<file path="config.mk">
export PLATFORM = sky130hd
export DESIGN_NAME = epcirq_top
export DESIGN_NICKNAME = d
export VERILOG_FILES = /design/src/epcirq_pkg.sv /design/src/epcirq_sense.sv /design/src/epcirq_top.sv
export SDC_FILE = /design/constraint.sdc
export NUM_CORES = 1
export LEC_CHECK = 0
export ABC_AREA = 1
export BUFFER_PORTS_ARGS = -buffer_cell sky130_fd_sc_hd__buf_2
export CORE_UTILIZATION = 62
export CTS_BUF_LIST = sky130_fd_sc_hd__clkbuf_4
export CTS_CLUSTER_SIZE = 24
export DETAILED_ROUTE_END_ITERATION = 6
export PLACE_DENSITY = 0.89
export REMOVE_ABC_BUFFERS = 1
export SLEW_MARGIN = 20
export SYNTH_ARGS = -nofsm -noshare
export SYNTH_HDL_FRONTEND = slang
export SYNTH_SLANG_ARGS = --single-unit
</file>
<file path="constraint.sdc">
create_clock -name CLOCK_I -period 2.8 [get_ports CLOCK_I]
set_clock_uncertainty 0.2 [all_clocks]
set_input_delay 0.56 -clock CLOCK_I [delete_from_list [all_inputs] [get_ports CLOCK_I]]
set_output_delay 0.56 -clock CLOCK_I [all_outputs]
set_load 0.02 [all_outputs]
</file>
<file path="src/epcirq_pkg.sv">
// Purpose: Shared constants for the external and pin-change request block.
// Assumes: Byte-wide register port of the core, data-space addressing.
// Notes: Short I/O addresses are the data-space addresses less the I/O base.
package epcirq_pkg;
    localparam logic [7:0] ADDR_GROUP_FLAGS = 8'h3B;
    localparam logic [7:0] ADDR_EXT_FLAGS = 8'h3C;
    localparam logic [7:0] ADDR_EXT_ENABLES = 8'h3D;
    localparam logic [7:0] ADDR_GROUP_ENABLES = 8'h68;
    localparam logic [7:0] ADDR_SENSE_CTRL = 8'h69;
    localparam logic [7:0] ADDR_MASK_G0 = 8'h6B;
    localparam logic [7:0] ADDR_MASK_G1 = 8'h6C;
    localparam logic [7:0] ADDR_MASK_G2 = 8'h6D;
    localparam logic [7:0] ADDR_MASK_G3 = 8'h73;
    localparam logic [7:0] IO_SPACE_BASE = 8'h20;
    localparam logic [7:0] IO_SPACE_TOP = 8'h3F;
    localparam int NUM_EXT = 3;
    localparam int NUM_GROUPS = 4;
    localparam int GROUP_PINS = 8;
    localparam int SENSE_BITS = 2;
    localparam logic [7:0] RESET_BYTE = 8'h00;
    localparam logic [1:0] SENSE_LOW = 2'h0;
    localparam logic [1:0] SENSE_ANY = 2'h1;
    localparam logic [1:0] SENSE_FALL = 2'h2;
    localparam logic [1:0] SENSE_RISE = 2'h3;
endpackage

</file>
<file path="src/epcirq_sense.sv">
// Purpose: One external request pin: sample, edge detect and sense decode.
// Assumes: Pin is synchronous to the clock.
// Notes: The level request bypasses the sample so it works without a clock.
`timescale 1ns/10ps
module epcirq_sense (
    input wire logic clk_i,
    input wire logic rst_n_i,
    input wire logic pin_i,
    input wire logic [1:0] sense_i,
    output logic edge_o,
    output logic low_o
);
    typedef struct packed {
        logic prev;
    } epcirq_sense_t;
    epcirq_sense_t s_q, s_d;

    // The pin is sampled once and compared with the live value.
    always_comb begin
        s_d = s_q;
        s_d.prev = pin_i;
        low_o = ~pin_i;
        case (sense_i)
            epcirq_pkg::SENSE_LOW: edge_o = 1'b0;
            epcirq_pkg::SENSE_ANY: edge_o = pin_i ^ s_q.prev;
            epcirq_pkg::SENSE_FALL: edge_o = s_q.prev & ~pin_i;
            epcirq_pkg::SENSE_RISE: edge_o = ~s_q.prev & pin_i;
            default: edge_o = 1'b0;
        endcase
    end

    // Sample register; resets to low so a high pin after reset is a rise.
    always_ff @(posedge clk_i) begin
        if (!rst_n_i) begin
            s_q <= '0;
        end else begin
            s_q <= s_d;
        end
    end
endmodule

</file>
<file path="src/epcirq_top.sv">
// Functional notes
// - Two-bit sense: 00 low level, 01 any change, 10 falling, 11 rising.
// - Pin is sampled before edge detect; pulses over one clock are caught.
// - Pin request reaches core only with global enable and its mask bit.
// - Enable register bit n enables request n; bits 7:3 unused.
// - Pin activity requests even when the pin is driven as output.
// - Each pin has its own sense field; request 2 uses bits 5:4.
// - A triggering edge sets the pin's flag at its enable position.
// - Flag, mask and global enable vector the core; ack or write-one clears.
// - In low-level mode the flag always stays cleared.
// - Four group enables in bits 3:0; group n covers pins 8n+7:8n.
// - Only pins set in the group's mask can cause a group request.
// - A masked pin change sets group flag; vector needs group and global enable.
// - Group flag clears on vector ack or write-one; zero writes do nothing.
// - Flag, enable and group flag also answer at address minus 0x20.
// - Pin-change detection is combinational so it needs no running clock.
// - Edge detection needs the clock; low-level request is combinational.
// - A pin mask bit counts only while its group enable is set.
//
// Purpose: External request and pin-change request logic with register port.
// Assumes: Core register port with one-cycle write strobe; pins synchronous.
// Notes: Request outputs are levels; the core acks a vector with a pulse.
`timescale 1ns/10ps
module epcirq_top (
    input wire logic CLOCK_I,
    input wire logic RST_N_I,
    input wire logic [7:0] ADDR_I,
    input wire logic WR_I,
    input wire logic [7:0] WDATA_I,
    output logic [7:0] RDATA_O,
    input wire logic GLOBAL_IE_I,
    input wire logic [2:0] EXT_PIN_I,
    input wire logic [31:0] CHANGE_PIN_I,
    input wire logic [2:0] EXT_ACK_I,
    input wire logic [3:0] GROUP_ACK_I,
    output logic [2:0] EXT_REQ_O,
    output logic [3:0] GROUP_REQ_O,
    output logic WAKE_O
);
    typedef struct packed {
        logic [5:0] sense;
        logic [2:0] ext_en;
        logic [2:0] ext_flag;
        logic [3:0] grp_en;
        logic [3:0] grp_flag;
        logic [31:0] pin_mask;
        logic [31:0] pin_prev;
        logic [7:0] rdata;
    } epcirq_state_t;
    epcirq_state_t st_q, st_d;

    logic [2:0] ext_edge;
    logic [2:0] ext_low;
    logic [2:0] ext_is_low;
    logic [3:0] grp_change;
    logic [31:0] pin_en;
    logic [7:0] eff_addr;
    logic [7:0] rd;
    logic [31:0] pin_hit;

    // One sense slice per request pin; the pin value is used regardless of
    // its port direction, which lets software raise a request itself.
    genvar gi;
    generate
        for (gi = 0; gi < epcirq_pkg::NUM_EXT; gi++) begin : g_ext
            epcirq_sense u_sense (
                .clk_i(CLOCK_I),
                .rst_n_i(RST_N_I),
                .pin_i(EXT_PIN_I[gi]),
                .sense_i(st_q.sense[gi*epcirq_pkg::SENSE_BITS +: epcirq_pkg::SENSE_BITS]),
                .edge_o(ext_edge[gi]),
                .low_o(ext_low[gi])
            );
            assign ext_is_low[gi] =
                st_q.sense[gi*epcirq_pkg::SENSE_BITS +: epcirq_pkg::SENSE_BITS]
                == epcirq_pkg::SENSE_LOW;
        end
    endgenerate

    // Pin-change detect is a compare against the last seen value, so a
    // change shows combinationally even before the clock is back.
    always_comb begin
        for (int g = 0; g < epcirq_pkg::NUM_GROUPS; g++) begin
            for (int p = 0; p < epcirq_pkg::GROUP_PINS; p++) begin
                pin_en[g*epcirq_pkg::GROUP_PINS+p] =
                    st_q.pin_mask[g*epcirq_pkg::GROUP_PINS+p] & st_q.grp_en[g];
            end
        end
        // Second pass: masked changes first, then one OR per group of eight.
        pin_hit = (CHANGE_PIN_I ^ st_q.pin_prev) & pin_en;
        for (int g = 0; g < epcirq_pkg::NUM_GROUPS; g++) begin
            grp_change[g] =
                |pin_hit[g*epcirq_pkg::GROUP_PINS +: epcirq_pkg::GROUP_PINS];
        end
    end

    // Short I/O space aliases onto the data space by adding the base back.
    always_comb begin
        if (ADDR_I <= epcirq_pkg::IO_SPACE_TOP - epcirq_pkg::IO_SPACE_BASE) begin
            eff_addr = ADDR_I + epcirq_pkg::IO_SPACE_BASE;
        end else begin
            eff_addr = ADDR_I;
        end
    end

    // Read mux; unused upper bits come back as zero.
    always_comb begin
        rd = epcirq_pkg::RESET_BYTE;
        case (eff_addr)
            epcirq_pkg::ADDR_GROUP_FLAGS: rd = {4'h0, st_q.grp_flag};
            epcirq_pkg::ADDR_EXT_FLAGS: rd = {5'h00, st_q.ext_flag};
            epcirq_pkg::ADDR_EXT_ENABLES: rd = {5'h00, st_q.ext_en};
            epcirq_pkg::ADDR_GROUP_ENABLES: rd = {4'h0, st_q.grp_en};
            epcirq_pkg::ADDR_SENSE_CTRL: rd = {2'h0, st_q.sense};
            epcirq_pkg::ADDR_MASK_G0: rd = st_q.pin_mask[7:0];
            epcirq_pkg::ADDR_MASK_G1: rd = st_q.pin_mask[15:8];
            epcirq_pkg::ADDR_MASK_G2: rd = st_q.pin_mask[23:16];
            epcirq_pkg::ADDR_MASK_G3: rd = st_q.pin_mask[31:24];
            default: rd = epcirq_pkg::RESET_BYTE;
        endcase
    end

    // Next state: writes, then clears, then hardware sets, so an event in
    // the cycle of its clear still leaves the flag set.
    always_comb begin
        st_d = st_q;
        st_d.pin_prev = CHANGE_PIN_I;
        st_d.rdata = rd; // Read data lags its address by one cycle.
        if (WR_I) begin
            case (eff_addr)
                epcirq_pkg::ADDR_EXT_ENABLES: st_d.ext_en = WDATA_I[2:0];
                epcirq_pkg::ADDR_GROUP_ENABLES: st_d.grp_en = WDATA_I[3:0];
                epcirq_pkg::ADDR_SENSE_CTRL: st_d.sense = WDATA_I[5:0];
                epcirq_pkg::ADDR_MASK_G0: st_d.pin_mask[7:0] = WDATA_I;
                epcirq_pkg::ADDR_MASK_G1: st_d.pin_mask[15:8] = WDATA_I;
                epcirq_pkg::ADDR_MASK_G2: st_d.pin_mask[23:16] = WDATA_I;
                epcirq_pkg::ADDR_MASK_G3: st_d.pin_mask[31:24] = WDATA_I;
                epcirq_pkg::ADDR_EXT_FLAGS: st_d.ext_flag = st_q.ext_flag & ~WDATA_I[2:0];
                epcirq_pkg::ADDR_GROUP_FLAGS: st_d.grp_flag = st_q.grp_flag & ~WDATA_I[3:0];
                default: st_d = st_d;
            endcase
        end
        st_d.ext_flag = st_d.ext_flag & ~EXT_ACK_I;
        st_d.grp_flag = st_d.grp_flag & ~GROUP_ACK_I;
        st_d.ext_flag = (st_d.ext_flag | ext_edge) & ~ext_is_low;
        st_d.grp_flag = st_d.grp_flag | grp_change;
    end

    // State register under synchronous reset.
    always_ff @(posedge CLOCK_I) begin
        if (!RST_N_I) begin
            st_q <= '0;
        end else begin
            st_q <= st_d;
        end
    end

    // Requests: level mode drives straight from the pin, edge modes from
    // the flag; both gated by the request's enable bit and the core's global enable.
    always_comb begin
        for (int i = 0; i < epcirq_pkg::NUM_EXT; i++) begin
            EXT_REQ_O[i] = GLOBAL_IE_I & st_q.ext_en[i]
                & (ext_is_low[i] ? ext_low[i] : st_q.ext_flag[i]);
        end
        GROUP_REQ_O = {4{GLOBAL_IE_I}} & st_q.grp_en & st_q.grp_flag;
        WAKE_O = (|(st_q.ext_en & ext_is_low & ext_low)) | (|grp_change);
    end

    // Read data lives in the state record, so it shows the cycle after its address.
    assign RDATA_O = st_q.rdata;

    // External flags: an edge sets a flag and nothing else can; an ack or a written
    // one clears it, but an edge in the same cycle wins so no event is lost.
    flag_edge_a: assert property (@(posedge CLOCK_I) disable iff (!RST_N_I)
        (ext_edge[0] && !ext_is_low[0]) |=> st_q.ext_flag[0])
        else $error("edge did not set flag");
    flag_edge_two_a: assert property (@(posedge CLOCK_I) disable iff (!RST_N_I)
        (ext_edge[2] && !ext_is_low[2]) |=> st_q.ext_flag[2])
        else $error("edge did not set flag two");
    flag_cause_a: assert property (@(posedge CLOCK_I) disable iff (!RST_N_I)
        (!ext_edge[2] && !st_q.ext_flag[2]) |=> !st_q.ext_flag[2])
        else $error("flag two set without an edge");
    ack_clear_a: assert property (@(posedge CLOCK_I) disable iff (!RST_N_I)
        (EXT_ACK_I[0] && !ext_edge[0]) |=> !st_q.ext_flag[0])
        else $error("ack did not clear flag");
    ack_clear_two_a: assert property (@(posedge CLOCK_I) disable iff (!RST_N_I)
        (EXT_ACK_I[2] && !ext_edge[2]) |=> !st_q.ext_flag[2])
        else $error("ack did not clear flag two");
    ext_w1c_a: assert property (@(posedge CLOCK_I) disable iff (!RST_N_I)
        (WR_I && eff_addr == epcirq_pkg::ADDR_EXT_FLAGS && WDATA_I[2] && !ext_edge[2])
        |=> !st_q.ext_flag[2])
        else $error("written one did not clear flag two");
    ext_keep_a: assert property (@(posedge CLOCK_I) disable iff (!RST_N_I)
        (WR_I && eff_addr == epcirq_pkg::ADDR_EXT_FLAGS && !WDATA_I[2] && !EXT_ACK_I[2]
         && st_q.ext_flag[2] && !ext_is_low[2]) |=> st_q.ext_flag[2])
        else $error("zero write cleared flag two");

    // Level mode: the flag stays clear and the live pin drives request and wake,
    // which is what lets a held low level rouse a part whose clock is stopped.
    low_flag_a: assert property (@(posedge CLOCK_I) disable iff (!RST_N_I)
        ext_is_low[1] |=> (!st_q.ext_flag[1] || !ext_is_low[1]))
        else $error("flag set in level mode");
    low_flag_zero_a: assert property (@(posedge CLOCK_I) disable iff (!RST_N_I)
        ext_is_low[0] |=> !st_q.ext_flag[0])
        else $error("flag zero set in level mode");
    low_flag_two_a: assert property (@(posedge CLOCK_I) disable iff (!RST_N_I)
        ext_is_low[2] |=> !st_q.ext_flag[2])
        else $error("flag two set in level mode");
    level_req_a: assert property (@(posedge CLOCK_I) disable iff (!RST_N_I)
        (ext_is_low[0] && st_q.ext_en[0] && GLOBAL_IE_I && !EXT_PIN_I[0])
        |-> EXT_REQ_O[0])
        else $error("low level gave no request");
    level_off_a: assert property (@(posedge CLOCK_I) disable iff (!RST_N_I)
        (ext_is_low[0] && EXT_PIN_I[0]) |-> !EXT_REQ_O[0])
        else $error("high level gave a request");
    level_wake_a: assert property (@(posedge CLOCK_I) disable iff (!RST_N_I)
        (ext_is_low[0] && st_q.ext_en[0] && !EXT_PIN_I[0]) |-> WAKE_O)
        else $error("low level gave no wake");

    // Sense decode of request two against the sampled pin; the reset guard keeps a
    // pin that stood high through reset from looking like a missed fall.
    rise_sense_a: assert property (@(posedge CLOCK_I) disable iff (!RST_N_I)
        (st_q.sense[5:4] == epcirq_pkg::SENSE_RISE && $past(RST_N_I)
         && $rose(EXT_PIN_I[2])) |-> ext_edge[2])
        else $error("rising edge missed");
    fall_sense_a: assert property (@(posedge CLOCK_I) disable iff (!RST_N_I)
        (st_q.sense[5:4] == epcirq_pkg::SENSE_FALL && $past(RST_N_I)
         && $fell(EXT_PIN_I[2])) |-> ext_edge[2])
        else $error("falling edge missed");
    any_sense_a: assert property (@(posedge CLOCK_I) disable iff (!RST_N_I)
        (st_q.sense[5:4] == epcirq_pkg::SENSE_ANY && $past(RST_N_I)
         && $changed(EXT_PIN_I[2])) |-> ext_edge[2])
        else $error("pin change missed");
    sense_write_a: assert property (@(posedge CLOCK_I) disable iff (!RST_N_I)
        (WR_I && eff_addr == epcirq_pkg::ADDR_SENSE_CTRL)
        |=> st_q.sense[5:4] == $past(WDATA_I[5:4]))
        else $error("sense field two not written");

    // Request gating and the enable register: nothing reaches the core while the
    // global enable is clear, and a pending flag goes out once both enables are set.
    req_gate_a: assert property (@(posedge CLOCK_I) disable iff (!RST_N_I)
        EXT_REQ_O[2] |-> (GLOBAL_IE_I && st_q.ext_en[2]))
        else $error("request without enables");
    edge_req_a: assert property (@(posedge CLOCK_I) disable iff (!RST_N_I)
        (!ext_is_low[2] && st_q.ext_flag[2] && st_q.ext_en[2] && GLOBAL_IE_I)
        |-> EXT_REQ_O[2])
        else $error("pending flag gave no request");
    ie_off_a: assert property (@(posedge CLOCK_I) disable iff (!RST_N_I)
        !GLOBAL_IE_I |-> (EXT_REQ_O == 3'h0 && GROUP_REQ_O == 4'h0))
        else $error("request with global enable clear");
    en_write_a: assert property (@(posedge CLOCK_I) disable iff (!RST_N_I)
        (WR_I && eff_addr == epcirq_pkg::ADDR_EXT_ENABLES)
        |=> st_q.ext_en == $past(WDATA_I[2:0]))
        else $error("enable register not written");

    // Pin-change groups: a masked change in an enabled group sets the group flag,
    // an ack or a written one clears it, and a written zero leaves it alone.
    grp_set_a: assert property (@(posedge CLOCK_I) disable iff (!RST_N_I)
        grp_change[3] |=> st_q.grp_flag[3])
        else $error("group change lost");
    grp_cause_a: assert property (@(posedge CLOCK_I) disable iff (!RST_N_I)
        (!grp_change[3] && !st_q.grp_flag[3]) |=> !st_q.grp_flag[3])
        else $error("group flag set without a change");
    pin_hit_a: assert property (@(posedge CLOCK_I) disable iff (!RST_N_I)
        (st_q.pin_mask[24] && st_q.grp_en[3] && CHANGE_PIN_I[24] != st_q.pin_prev[24])
        |-> grp_change[3])
        else $error("enabled pin change missed");
    grp_quiet_a: assert property (@(posedge CLOCK_I) disable iff (!RST_N_I)
        (CHANGE_PIN_I[31:24] == st_q.pin_prev[31:24]) |-> !grp_change[3])
        else $error("group change without a pin change");
    grp_w1c_a: assert property (@(posedge CLOCK_I) disable iff (!RST_N_I)
        (WR_I && eff_addr == epcirq_pkg::ADDR_GROUP_FLAGS && !WDATA_I[3]
         && !GROUP_ACK_I[3] && st_q.grp_flag[3]) |=> st_q.grp_flag[3])
        else $error("zero write cleared group flag");
    grp_clear_a: assert property (@(posedge CLOCK_I) disable iff (!RST_N_I)
        (WR_I && eff_addr == epcirq_pkg::ADDR_GROUP_FLAGS && WDATA_I[3] && !grp_change[3])
        |=> !st_q.grp_flag[3])
        else $error("written one did not clear group flag");
    grp_ack_a: assert property (@(posedge CLOCK_I) disable iff (!RST_N_I)
        (GROUP_ACK_I[3] && !grp_change[3]) |=> !st_q.grp_flag[3])
        else $error("ack did not clear group flag");
    mask_off_a: assert property (@(posedge CLOCK_I) disable iff (!RST_N_I)
        !st_q.grp_en[0] |-> !grp_change[0])
        else $error("disabled group saw change");
    grp_enable_a: assert property (@(posedge CLOCK_I) disable iff (!RST_N_I)
        (WR_I && eff_addr == epcirq_pkg::ADDR_GROUP_ENABLES)
        |=> st_q.grp_en == $past(WDATA_I[3:0]))
        else $error("group enables not written");
    grp_req_a: assert property (@(posedge CLOCK_I) disable iff (!RST_N_I)
        GROUP_REQ_O[2] |-> (st_q.grp_flag[2] && st_q.grp_en[2] && GLOBAL_IE_I))
        else $error("group request without cause");
    grp_wake_a: assert property (@(posedge CLOCK_I) disable iff (!RST_N_I)
        grp_change[3] |-> WAKE_O)
        else $error("group change gave no wake");

    // Register port: unused bits read zero, the short I/O space aliases onto the
    // data space, and addresses above that space pass through untouched.
    unused_a: assert property (@(posedge CLOCK_I) disable iff (!RST_N_I)
        (!WR_I && $past(eff_addr) == epcirq_pkg::ADDR_EXT_ENABLES) |-> RDATA_O[7:3] == 5'h00)
        else $error("unused bits read nonzero");
    grp_read_a: assert property (@(posedge CLOCK_I) disable iff (!RST_N_I)
        (ADDR_I == epcirq_pkg::ADDR_GROUP_ENABLES)
        |=> RDATA_O == {4'h0, $past(st_q.grp_en)})
        else $error("group enables read wrong");
    alias_a: assert property (@(posedge CLOCK_I) disable iff (!RST_N_I)
        (ADDR_I == epcirq_pkg::ADDR_EXT_ENABLES - epcirq_pkg::IO_SPACE_BASE)
        |-> eff_addr == epcirq_pkg::ADDR_EXT_ENABLES)
        else $error("io alias wrong");
    alias_flag_a: assert property (@(posedge CLOCK_I) disable iff (!RST_N_I)
        (ADDR_I == epcirq_pkg::ADDR_EXT_FLAGS - epcirq_pkg::IO_SPACE_BASE)
        |-> eff_addr == epcirq_pkg::ADDR_EXT_FLAGS)
        else $error("io alias of flags wrong");
    data_space_a: assert property (@(posedge CLOCK_I) disable iff (!RST_N_I)
        (ADDR_I > epcirq_pkg::IO_SPACE_TOP - epcirq_pkg::IO_SPACE_BASE)
        |-> eff_addr == ADDR_I)
        else $error("data space address moved");
endmodule

</file>
## After elaboration in Yosys (flattened, before gate mapping)

Cells that the tools add are included.

| storage, ports and cells | value |
|---|---|
| bits of input ports | 62 |
| flip-flop bits (word level) | 95 |
| output and inout port bits | 16 |

| cells by class | value |
|---|---|
| $lt $le $gt $ge | 1 |
| reductions and logical operators | 16 |
| eq/ne operators | 18 |
| bitwise logic cells | 72 |
| add/subtract/negate cells | 1 |
| multiplexer cells | 16 |

Operators with widths:

| cell | count |
|---|---|
| $mux 83 | 1 |
| $pmux 8 s9 | 1 |
| $eq 8x7->1 const B | 6 |
| $and 1x1->1 | 44 |
| $mux 8 | 5 |
| $and 32x32->32 | 1 |
| $reduce_or 32->1 | 1 |
| $reduce_or 8->1 | 4 |
| $xor 32x32->32 | 1 |
| $eq 8x6->1 const B | 3 |
| $and 4x4->4 | 4 |
| $and 3x3->3 | 5 |
| $reduce_and 2->1 | 7 |
| $eq 2x2->1 const B | 6 |
| $pmux 1 s4 | 3 |
| $not 3->3 | 3 |
| $add 8x6->8 const B | 1 |
| $le 8x5->1 const B | 1 |
| $mux 4 | 2 |
| $not 4->4 | 2 |
| $eq 2x1->1 const B | 3 |
| $logic_not 2->1 | 3 |
| $not 1->1 | 6 |
| $or 4x4->4 | 1 |
| 6 further kinds | 10 |

## Logic depth before layout (Yosys ltp)

Gate-level depths: netlist of run 1.

| depth | value |
|---|---|
| depth in word-level cells | 8 |
| gate-level depth with buffers | 11 |
| gate-level depth less buffers | 11 |

## Modules after synthesis

From an unflattened synthesis of run 1, not the netlist that was laid out.

| unflattened totals | value |
|---|---|
| cell total of the unflattened synthesis | 626 |
| area total of the unflattened synthesis | 4633.2 um2 |

By module, submodules not included:

| module | seq. area each (um2) | instances | cells each | area each (um2) |
|---|---|---|---|---|
| epcirq_top | 1841.8 | 1 | 584 | 4359.2 |
| epcirq_sense | 20.0 | 3 | 14 | 91.3 |

## Worst setup path before layout of run 1

No wires, ideal clock.

| timing | value |
|---|---|
| path type | input-to-output |
| start point | input CHANGE_PIN_I[20] |
| end point | output WAKE_O |
| stages | 9 |
| buffers on the path | 0 |
| data arrival time | 1.463 ns |
| slack | 0.577 ns |
| required time | 2.040 ns |
| cells stage by stage | or2_2 nand4_1 nand2_1 inv_1 nand2_1 nor3_1 nand2_1 nor2_1 nand2_1 |

| on the way | value |
|---|---|
| word-level cells in the longest chain between the ends | 4 |

RTL lines:

| what | line | source |
|---|---|---|
| start, declared | epcirq_top.sv:33 | `input wire logic [31:0] CHANGE_PIN_I,` |
| $xor 32x32->32 | epcirq_top.sv:90 | `pin_hit = (CHANGE_PIN_I ^ st_q.pin_prev) & pin_en;` |
| $and 32x32->32 | epcirq_top.sv:90 |  |
| $reduce_or 32->1 | epcirq_top.sv:166 | `WAKE_O = (\|(st_q.ext_en & ext_is_low & ext_low)) \| (\|grp_change);` |
| $or 1x1->1 | epcirq_top.sv:166 |  |
| end, declared | epcirq_top.sv:38 | `output logic WAKE_O` |

Every way passes these cells.

## Final worst setup path of run 1

| timing | value |
|---|---|
| start point | register st_q[17] (netlist name) |
| end point | output WAKE_O |

| on the way | value |
|---|---|
| word-level cells in the longest chain between the ends | 4 |

RTL lines:

| what | line | source |
|---|---|---|
| start, declared | epcirq_top.sv:50 | `epcirq_state_t st_q, st_d;` |
| start signal, assigned | epcirq_top.sv:154 | `st_q <= st_d;` |
| $xor 32x32->32 | epcirq_top.sv:90 |  |
| $and 32x32->32 | epcirq_top.sv:90 |  |
| $reduce_or 32->1 | epcirq_top.sv:166 |  |
| $or 1x1->1 | epcirq_top.sv:166 |  |

Every way passes these cells.

==> results of run 1 <==
-- routing by layer --
metal	global-route usage, %	up-vias	wire length (um)
li1	-	2248	-
met1	35.78	2074	4993
met2	51.00	184	5769
met3	5.390	25	841
met4	10.94	0	293
met5	0	-	0
-- worst max-delay path, stage by stage (launching register included) --
cell     delay [ns]
dfxtp_1        0.34
or2_2          0.29
nand4_1        0.07
nand2_1        0.06
inv_1          0.05
nand2_1        0.05
nor2_1         0.13
nand2_1        0.11
nor2_2         0.14
nand2_1        0.06
buf_2          0.15
-- flip-flops by register name (all words and copies together) (netlist names) --
| signal | cells |
|---|---|
| st_q | 84 |
| RDATA_O | 8 |
| g_ext.u_sense.s_q | 3 |
-- placed cells by master (no fill, tap or decap), types with 3 or more instances in the layout --
cell | Yosys | layout
nor2_2 | 8 | 10
or2_2 | 5 | 5
nor2_4 | 7 | 7
inv_4 | 3 | 3
o32a_1 | 3 | 3
nor2_8 | 4 | 4
o21ai_1 | 7 | 8
nor2_1 | 72 | 70
a211oi_1 | 12 | 12
buf_4 | 9 | 3
clkbuf_4 | 0 | 9
o21ai_0 | 31 | 30
nand3_1 | 41 | 41
inv_2 | 6 | 6
a211oi_2 | 10 | 10
nand3_2 | 3 | 3
a21oi_1 | 36 | 36
nand2_1 | 98 | 98
inv_1 | 97 | 97
xor2_1 | 19 | 19
nand2_4 | 3 | 3
nand4_1 | 21 | 21
dfxtp_1 | 95 | 95
ha_1 | 7 | 7
nand4_4 | 4 | 4
a21oi_2 | 5 | 5
nor3_1 | 6 | 5
buf_2 | 1 | 77
o211ai_1 | 6 | 6
-- cells in the mapped netlist, types with 5 or more instances --
cell	number	area, um^2
clkbuf_1	12	45.04
nor2_1	72	270.3
a21oi_2	5	43.79
nand2_1	98	367.9
nor2_2	8	50.05
xor2_1	19	166.4
o21ai_0	31	155.2
nor2_4	7	78.83
inv_2	6	22.52
or2_2	5	31.28
buf_6	5	56.30
inv_1	97	364.1
buf_4	9	67.56
a211oi_1	12	90.09
nand4_1	21	131.4
dfxtp_1	95	1902
nand3_1	41	205.2
a21oi_1	36	180.2
o211ai_1	6	45.04
nor3_1	6	30.03
a211oi_2	10	125.1
ha_1	7	87.58
o21ai_1	7	35.03
-- area by class of cell --
cell class	instances	area (um^2)
Multi-Input combinational cell	421	2502
Fill cell	675	2290
Sequential cell	95	1902
Timing Repair Buffer	81	427.9
Inverter	108	417.9
Tap cell	102	127.6
Clock inverter	7	72.57
Clock buffer	9	67.56
-- through the flow --
step           setup slack [ns]  util [%]  power (mW)
2_1_floorplan            0.5767         -       1.558
3_3_place_gp             0.2413     68.75       1.664
3_5_place_dp             0.2235     68.75       1.676
4_1_cts                 0.07030     70.54       2.406
5_1_grt                 0.01381     70.67       2.497
6_report                 0.1392     70.67       2.404
-- worst min-delay path by stage --
stage,from,endpoint,cells after the start
after floorplan,st_q[67],st_q[67],2
after global placement,st_q[59],st_q[59],2
after detailed placement,st_q[56],st_q[56],2
after CTS,CHANGE_PIN_I[26],st_q[34],3
after global routing,CHANGE_PIN_I[23],st_q[31],3
final,CHANGE_PIN_I[26],st_q[34],3
-- power by group --
| part | switching (mW) | internal [mW] |
|---|---|---|
| Clock | 0.480 | 0.276 |
| Combinational | 0.167 | 0.0871 |
| Sequential | 0.0135 | 1.38 |
| Total | 0.660 | 1.74 |
-- logic make-up after synthesis --
logic type      after synthesis
flops                        95
simple gates                280
compound gates              115
xor+xnor                     19
buf+inv                     138
fa+ha+maj                     7
==> impl_metrics.py, run 1 <==
metrics = {
    "sta": {
        "layout_worst_path_cycle_share_pct": 95.03,
        "fmax_ghz": 0.3758,
        "grt_setup_unrepaired": "no",
        "setup-violations-final": 0,
        "final.setup.tns_ns": 0,
        "max_slew_margin_pct": 59.85,
        "hold_ws_ns": 0.08820,
        "tightest_slew_ns": 0.5989,
        "min_period_ns": 2.661,
        "hold_viol": 0,
        "maxSlewViolCount": 0,
    },
    "synthesis": {
        "synthAdderAreaFrac_pct": 1.741,
        "main_combinational_cell_family_by_area_after_synthesis": "simple AND/OR/NAND/NOR gates",
        "synth.lib_cells_used.distinct": 42,
        "muxShareOfSynthArea_pct": 0,
        "synth.avg_cell_area_um2": 7.693,
        "simple_gate_portion_of_the_synthesized_area_pct": 29.69,
        "ys_seq_area_share_pct": 37.80,
        "synth_xor_xnor_area_share_pct": 3.308,
        "yosys_register_bits": 95,
        "ys_warn_count": 0,
        "syn_inst": 654,
        "synthesized_area_fraction_occupied_by_ao_oa_aoi_and_oai_cells_pct": 14.80,
        "synth_top_flop_cell": "dfxtp_1",
        "synth_edf_count": 0,
        "synthesis.area_mm2": 0.005031,
        "synthArstFlopShare_pct": 0,
    },
    "finish": {
        "layout-drive-gt1-share_pct": 23.16,
        "stdcell_count": 823,
        "finish.net_count": 785,
        "final_design_area_no_fill_mm2": 0.005518,
        "antenna-diode-count": 0,
        "areaGrowthSynthToFinish_pct": 9.674,
    },
    "floorplan": {
        "initial_utilization_pct": 64.44,
        "design.core.area_mm2": 0.007807,
        "die_width_um": 92.08,
        "top_ports": 78,
        "die_area_mm2": 0.008479,
        "rows": 32,
        "die_height_um": 92.08,
    },
    "placed_design": {
        "io_buffers": 77,
        "post-place-cells": 807,
        "placed_cell_area_mm2": 0.005368,
        "hpwl_um": 9011,
        "gp_routability_congestion": 0.9056,
    },
    "detailed_routing": {
        "wire_per_inst_um": 14.46,
        "via_per_inst": 5.505,
        "drc": 0,
        "postRouteAntennaNets": 0,
        "via_count": 4531,
        "drt_pass1_iterations": 5,
        "wl_um": 11900,
        "drt_first_iter_violations": 292,
    },
    "clock_network": {
        "ctsHoldBuffers": 0,
        "worst_setup_hold_path_clk_slew_ns": 0.15,
        "insertion_delay_ns": 0.46,
        "cts-buffers-inserted": 9,
        "post_cts_buffers": 0,
        "clk_root_buffer_cell": "clkbuf_4",
        "clkSinkCount": 95,
        "cts_tree": "done",
        "postCtsResizedCells": 0,
        "clk_path_buf_depth": 2,
        "htree_levels": 3,
    },
    "setup_path": {
        "critical_path_data_required_time_ns": 2.04,
        "endpoint": "WAKE_O",
        "cp-startpoint": "st_q[17]",
        "setup.worst_path.start_class": "flop",
        "worst-endpoint-arrival_ns": 1.90,
        "critical_path.max_fanout": 2,
        "logic_depth_of_the_worst_register_to_register_path": 6,
        "worstSetupEndpointType": "output pin",
        "critical_path.reg2reg.endpoint": "st_q[74]",
        "setup.worst_path.class": "flop to output pin",
        "regToRegStartpoint": "st_q[78]",
        "r2r_slack_ns": 1.31,
    },
    "pwr": {
        "ir_drop_mv": 0.3299,
        "ratio_of_total_power_to_cell_area_mw_per_mm2": 435.8,
        "p_leak_nw": 2.655,
    },
    "grt": {
        "grt_util_all_layers_pct": 29.28,
        "grt_pass1_wl_um": 19520,
        "global_route.overflow_total": 0,
        "via_count_of_the_first_global_routing_pass": 4257,
        "grt_max_degree": 37,
        "antenna_found_initial": 0,
    },
    "run_status": {
        "run_status": "complete, no violations",
    },
    "worst_hold_path": {
        "classification_of_the_worst_slack_hold_path": "input port to flop",
    },
    "job": {
        "max-cap-violations": 0,
    },
}
No activity file was read; power rests on OpenSTA's default activity.
==> inputs of run 2 (changes only) <==
--- a/config.mk
+++ b/config.mk
@@ -5,13 +5,12 @@
 export SDC_FILE = /design/constraint.sdc
 export NUM_CORES = 1
 export LEC_CHECK = 0
-export ABC_AREA = 1
 export BUFFER_PORTS_ARGS = -buffer_cell sky130_fd_sc_hd__buf_2
 export CORE_UTILIZATION = 62
 export CTS_BUF_LIST = sky130_fd_sc_hd__clkbuf_4
 export CTS_CLUSTER_SIZE = 24
 export DETAILED_ROUTE_END_ITERATION = 6
-export PLACE_DENSITY = 0.89
+export PLACE_DENSITY = 0.9
 export REMOVE_ABC_BUFFERS = 1
 export SLEW_MARGIN = 20
 export SYNTH_ARGS = -nofsm -noshare
==> impl_metrics.py, run 2 <==
metrics = {
    "floorplan": {
        "initial_utilization_pct": 64.70,
        "die_height_um": 86.67,
        "rows": 30,
        "design.core.area_mm2": 0.006869,
        "die_area_mm2": 0.007511,
        "die_width_um": 86.67,
        "top_ports": 78,
    },
    "setup_path": {
        "cp_top_family": "compound AO/OA/AOI/OAI gates",
        "critical_path.max_fanout": 2,
        "setup.worst_path.class": "flop to output pin",
        "critical-path-slowest-cell": "dfxtp_1",
        "r2r_slack_ns": 1.27,
        "critical_path_buf_inv_count": 1,
        "setup.worst_path.start_class": "flop",
        "worstSetupEndpointType": "output pin",
        "critical_path_data_required_time_ns": 2.04,
        "worst_path_largest_cell_delay_ns": 0.33,
        "worst-endpoint-arrival_ns": 1.88,
        "crit_path_cell_chain": "xor2_1 > a22oi_1 > a41oi_1 > nor2_1 > nand3_1 > buf_2",
    },
    "pwr": {
        "p_clk_share_pct": 31.2,
        "ratio_of_total_power_to_cell_area_mw_per_mm2": 465.7,
        "power.share.switching_pct": 25.64,
        "comb_power_share_pct": 9.5,
        "p_leak_nw": 2.186,
        "seq_power_share_pct": 59.3,
        "power.net_switching_mw": 0.6021,
        "ir_drop_mv": 0.4191,
        "internal_power_mw": 1.747,
    },
    "clock_network": {
        "cts_tree": "done",
        "htree_levels": 3,
        "worst_setup_hold_path_clk_slew_ns": 0.15,
        "insertion_delay_ns": 0.45,
        "post_cts_buffers": 0,
        "ctsHoldBuffers": 0,
        "clkSinkCount": 95,
        "clk_root_buffer_cell": "clkbuf_4",
        "cts-buffers-inserted": 9,
        "clk_path_buf_depth": 2,
        "postCtsResizedCells": 0,
    },
    "finish": {
        "layout-drive-gt1-share_pct": 22.05,
        "layout.filler_cells": 528,
        "layout_commonest_cell": "dfxtp_1",
        "largest-register": "st_q",
        "finish.net_count": 631,
        "antenna-diode-count": 0,
        "finish.utilization_pct": 73.42,
        "areaGrowthSynthToFinish_pct": 13.49,
        "layout.cells.most_common_list": "dfxtp_1 (95), buf_2 (77), nand2_1 (48), a21oi_1 (41), nor2_1 (35)",
        "largest_reg_flops": 84,
    },
    "synthesis": {
        "synth.lib_cells_used.distinct": 49,
        "yosys.area.top_type": "dfxtp_1",
        "synthesis.area_mm2": 0.004444,
        "synth.top_cells.by_area": "dfxtp_1 (43%), mux2i_1 (6.5%), xor2_1 (6.3%)",
        "yosysMostFrequentCell": "dfxtp_1",
        "synth_edf_count": 0,
        "ys_seq_area_share_pct": 42.79,
        "yosys_register_bits": 95,
        "synth_top_flop_cell": "dfxtp_1",
        "synth.avg_cell_area_um2": 8.996,
        "syn_inst": 494,
        "ys_warn_count": 0,
        "yosys.area.top_type_share_pct": 42.79,
        "synthArstFlopShare_pct": 0,
        "netlist_top_cells_count": "dfxtp_1 (95), nand2_1 (48), a21oi_1 (41), nor2_1 (35), and2_1 (34)",
    },
    "grt": {
        "grt_util_all_layers_pct": 31.22,
        "via_count_of_the_first_global_routing_pass": 3609,
        "global_route.overflow_total": 0,
        "grt_pass1_wl_um": 17600,
        "grt_max_degree": 37,
        "antenna_found_initial": 0,
    },
    "sta": {
        "maxSlewViolCount": 0,
        "hold_ws_ns": 0.1199,
        "min_period_ns": 2.642,
        "layout_worst_path_cycle_share_pct": 94.37,
        "max_slew_margin_pct": 70.03,
        "fmax_ghz": 0.3785,
        "tightest_slew_ns": 0.4437,
        "hold_viol": 0,
        "setup-violations-final": 0,
        "grt_setup_unrepaired": "no",
    },
    "worst_hold_path": {
        "classification_of_the_worst_slack_hold_path": "input port to flop",
    },
    "job": {
        "max-cap-violations": 0,
    },
    "detailed_routing": {
        "drc": 0,
        "via_per_inst": 5.827,
        "via_count": 3863,
        "wire_per_inst_um": 16.67,
        "postRouteAntennaNets": 0,
        "drt_first_iter_violations": 368,
        "drt_pass1_iterations": 5,
        "wl_um": 11050,
    },
    "placed_design": {
        "io_buffers": 77,
        "gp_routability_congestion": 0.9155,
        "hpwl_um": 8094,
    },
    "run_status": {
        "run_status": "complete, no violations",
    },
}
==> run 2: path summary, 6_finish.rpt <==
check                   start          to  cells past startpoint
max                  st_q[14]      WAKE_O                      6
min          CHANGE_PIN_I[29]    st_q[37]                      2
max reg2reg          st_q[89]  RDATA_O[3]                      5
min reg2reg          st_q[68]    st_q[68]                      2
==> run 2: power groups by stage <==
| stage | Sequential (mW) | Combinational [mW] | Clock [mW] |
|---|---|---|---|
| 6_report | 1.39 | 0.223 | 0.733 |
| 4_1_cts | 1.39 | 0.220 | 0.744 |
| 3_3_place_gp | 1.42 | 0.212 | 0 |
| 5_1_grt | 1.40 | 0.244 | 0.793 |
| 2_1_floorplan | 1.42 | 0.0945 | 0 |
| 3_5_place_dp | 1.42 | 0.219 | 0 |
==> run 2: cell families after synthesis <==
family	count (synthesis)	share of synthesized area, %
adder cells (fa/ha/maj)	7	1.971
flip-flops	95	42.79
AO/OA/AOI/OAI	100	15.37
multiplexers	34	7.798
buffers and inverters	53	5.884
XOR/XNOR	32	6.306
AND/OR/NAND/NOR	173	19.88
==> run 2: layout make-up <==
class                   instances  area, um^2  area share, %
multi-input cells             346        2293          45.47
flip-flops and latches         95        1902          37.71
repair buffers                 95       533.0          10.57
well taps                      96       120.1          2.382
clock inverters                 7       71.32          1.414
clock buffers                   9       67.56          1.340
inverters                      15       56.30          1.116
==> run 2: through the flow <==
stage / setup TNS [ns] / instance area, um^2 / instances / power, mW / worst slack (ns)
floorplan: -2.637 / 4239 / 456 / 1.514 / -0.2090
global placement: 0 / 4892 / 647 / 1.633 / 0.02872
detailed placement: -0.2732 / 4892 / 647 / 1.641 / -0.04623
CTS: 0 / 5031 / 663 / 2.357 / 0.06333
global route: 0 / 5044 / 663 / 2.433 / 0.04149
finish: 0 / 5044 / 663 / 2.349 / 0.1577
==> run 2: routing by layer <==
layer  wire (um)  vias to the layer above  part of all wire (%)  global-route usage [%]
li1            -                     1839                     -                       -
met1        4609                     1789                    42                   40.54
met2        5141                      205                    47                   50.65
met3         954                       30                   8.6                   6.000
met4         348                        0                   3.1                   13.94
met5           0                        -                     0                       0
==> inputs of run 3 (changes only) <==
--- a/config.mk
+++ b/config.mk
@@ -6,13 +6,14 @@
 export NUM_CORES = 1
 export LEC_CHECK = 0
 export BUFFER_PORTS_ARGS = -buffer_cell sky130_fd_sc_hd__buf_2
-export CORE_UTILIZATION = 62
-export CTS_BUF_LIST = sky130_fd_sc_hd__clkbuf_4
+export CELL_PAD_IN_SITES_DETAIL_PLACEMENT = 1
+export CELL_PAD_IN_SITES_GLOBAL_PLACEMENT = 2
+export CORE_UTILIZATION = 36
 export CTS_CLUSTER_SIZE = 24
 export DETAILED_ROUTE_END_ITERATION = 6
-export PLACE_DENSITY = 0.9
+export PLACE_DENSITY = 0.87
 export REMOVE_ABC_BUFFERS = 1
-export SLEW_MARGIN = 20
+export SLEW_MARGIN = 0
 export SYNTH_ARGS = -nofsm -noshare
 export SYNTH_HDL_FRONTEND = slang
 export SYNTH_SLANG_ARGS = --single-unit
==> impl_metrics.py, run 3 (synthesized netlist as in run 2, its figures left out) <==
metrics = {
    "run_status": {
        "run_status": "complete, no violations",
    },
    "worst_hold_path": {
        "classification_of_the_worst_slack_hold_path": "input port to flop",
        "timing.hold.worst_path_depth": 2,
        "worst_hold_start": "CHANGE_PIN_I[27]",
        "hold_end": "st_q[35]",
    },
    "clock_network": {
        "cts_tree": "done",
        "insertion_delay_ns": 0.35,
        "clk_path_buf_depth": 2,
        "ctsHoldBuffers": 0,
        "clkSinkCount": 95,
        "htree_levels": 3,
        "clk_root_buffer_cell": "clkbuf_16",
        "worst_setup_hold_path_clk_slew_ns": 0.06,
        "post_cts_buffers": 0,
        "cts-buffers-inserted": 9,
        "postCtsResizedCells": 0,
    },
    "pwr": {
        "p_clk_share_pct": 41.2,
        "ratio_of_total_power_to_cell_area_mw_per_mm2": 526.6,
        "ir_drop_mv": 0.3210,
        "power.net_switching_mw": 0.6494,
        "internal_power_mw": 2.119,
        "p_leak_nw": 2.268,
        "seq_power_share_pct": 50.3,
        "comb_power_share_pct": 8.5,
        "power.share.switching_pct": 23.46,
    },
    "placed_design": {
        "detailedPlace.worstSlack_ns": -0.06916,
        "post-place-cells": 701,
        "io_buffers": 77,
        "hpwl_um": 9995,
        "placed_cell_area_mm2": 0.004991,
        "gp_routability_congestion": 0.8528,
    },
    "setup_path": {
        "critical_path_data_required_time_ns": 2.04,
        "worst-endpoint-arrival_ns": 1.91,
        "worst_path_largest_cell_delay_ns": 0.32,
        "critical_path_buf_inv_count": 1,
        "setup.worst_path.start_class": "flop",
        "logic_depth_of_the_worst_register_to_register_path": 5,
        "cp_top_family": "compound AO/OA/AOI/OAI gates",
        "worstSetupEndpointType": "output pin",
        "crit_path_cell_chain": "xor2_1 > a22oi_1 > a41oi_1 > nor4_1 > nand3_1 > buf_2",
        "critical_path.max_fanout": 2,
        "critical-path-slowest-cell": "nor4_1",
        "r2r_slack_ns": 1.27,
        "critical_path.reg2reg.endpoint": "RDATA_O[3]",
        "regToRegStartpoint": "st_q[89]",
        "setup.worst_path.class": "flop to output pin",
        "critical_path_depth": 6,
    },
    "grt": {
        "via_count_of_the_first_global_routing_pass": 3908,
        "antenna_found_initial": 0,
        "grt_max_degree": 37,
        "global_route.overflow_total": 0,
        "grt_pass1_wl_um": 20710,
        "grt_util_all_layers_pct": 21.70,
    },
    "sta": {
        "maxSlewViolCount": 0,
        "min_period_ns": 2.667,
        "final.setup.worst_slack_ns": 0.1326,
        "max_slew_margin_pct": 58.94,
        "tightest_slew_ns": 0.6149,
        "hold_viol": 0,
        "fmax_ghz": 0.3749,
        "grt_setup_unrepaired": "no",
        "setup-violations-final": 0,
        "layout_worst_path_cycle_share_pct": 95.26,
    },
    "finish": {
        "layout-drive-gt1-share_pct": 21.65,
        "layout_commonest_cell": "dfxtp_1",
        "layout.cells.most_common_list": "dfxtp_1 (95), buf_2 (77), nand2_1 (48), a21oi_1 (41), nor2_1 (35)",
        "finish.utilization_pct": 43.76,
        "finish.net_count": 634,
        "final_design_area_no_fill_mm2": 0.005256,
        "largest_reg_flops": 84,
        "antenna-diode-count": 0,
        "stdcell_count": 715,
        "largest-register": "st_q",
        "areaGrowthSynthToFinish_pct": 18.27,
        "layout.filler_cells": 1438,
    },
    "detailed_routing": {
        "via_per_inst": 5.316,
        "via_count": 3801,
        "wl_um": 13110,
        "wire_per_inst_um": 18.33,
        "drt_first_iter_violations": 166,
        "drc": 0,
        "postRouteAntennaNets": 0,
        "drt_pass1_iterations": 4,
    },
    "floorplan": {
        "top_ports": 78,
        "die_height_um": 113.1,
        "rows": 40,
        "die_area_mm2": 0.01279,
        "design.core.area_mm2": 0.01201,
        "die_width_um": 113.1,
        "initial_utilization_pct": 37.00,
    },
    "job": {
        "max-cap-violations": 0,
    },
}
[run 3: cell count changes in the layout (fill, tap and decap cells not counted), moves of 2 or more]
cell	change
clkbuf_8	+2
clkbuf_4	-9
buf_4	+2
clkbuf_1	+2
clkinvlp_4	-2
clkbuf_16	+9
[run 3: worst max path at each step]
stage	start	to	slack [ns]
after floorplan	ADDR_I[5]	st_q[86]	-0.21
after detailed placement	ADDR_I[6]	st_q[45]	-0.07
final	st_q[38]	WAKE_O	0.13
after global routing	st_q[38]	WAKE_O	0.006
after CTS	st_q[38]	WAKE_O	0.11
after global placement	ADDR_I[5]	st_q[40]	0.01
[run 3: metal layers]
layer	global-route usage, %	share of wire, %	wire (um)
met5	0	0	0
met2	35.05	47	6165
met1	27.83	45	5891
met3	4.874	5.6	728
met4	9.298	2.5	322
[run 3: cell type report]
cell class / count / area [um^2] / share of cell area, %
clock buffer: 13 / 260.3 / 4.951
clock inverter: 1 / 5.005 / 0.09522
sequential: 95 / 1902 / 36.18
tap: 147 / 183.9 / 3.499
timing repair buffer: 98 / 568.0 / 10.81
inverter: 15 / 56.30 / 1.071
multi-input combinational: 346 / 2281 / 43.39
[run 3: power by group through the flow]
stage,registers [mW],clock network (mW),logic [mW]
2_1_floorplan,1.42,0,0.0945
3_3_place_gp,1.42,0,0.228
3_5_place_dp,1.42,0,0.237
4_1_cts,1.39,1.17,0.239
5_1_grt,1.39,1.24,0.259
6_report,1.39,1.14,0.235
[run 3: stage by stage]
stage	hold WS [ns]	setup TNS (ns)	total power [mW]
after detailed placement	0.2751	-0.6144	1.660
after floorplan	0.2408	-2.637	1.514
after global routing	0.2264	0	2.888
final	0.2321	0	2.768
after CTS	0.2254	0	2.802
after global placement	0.2668	0	1.649
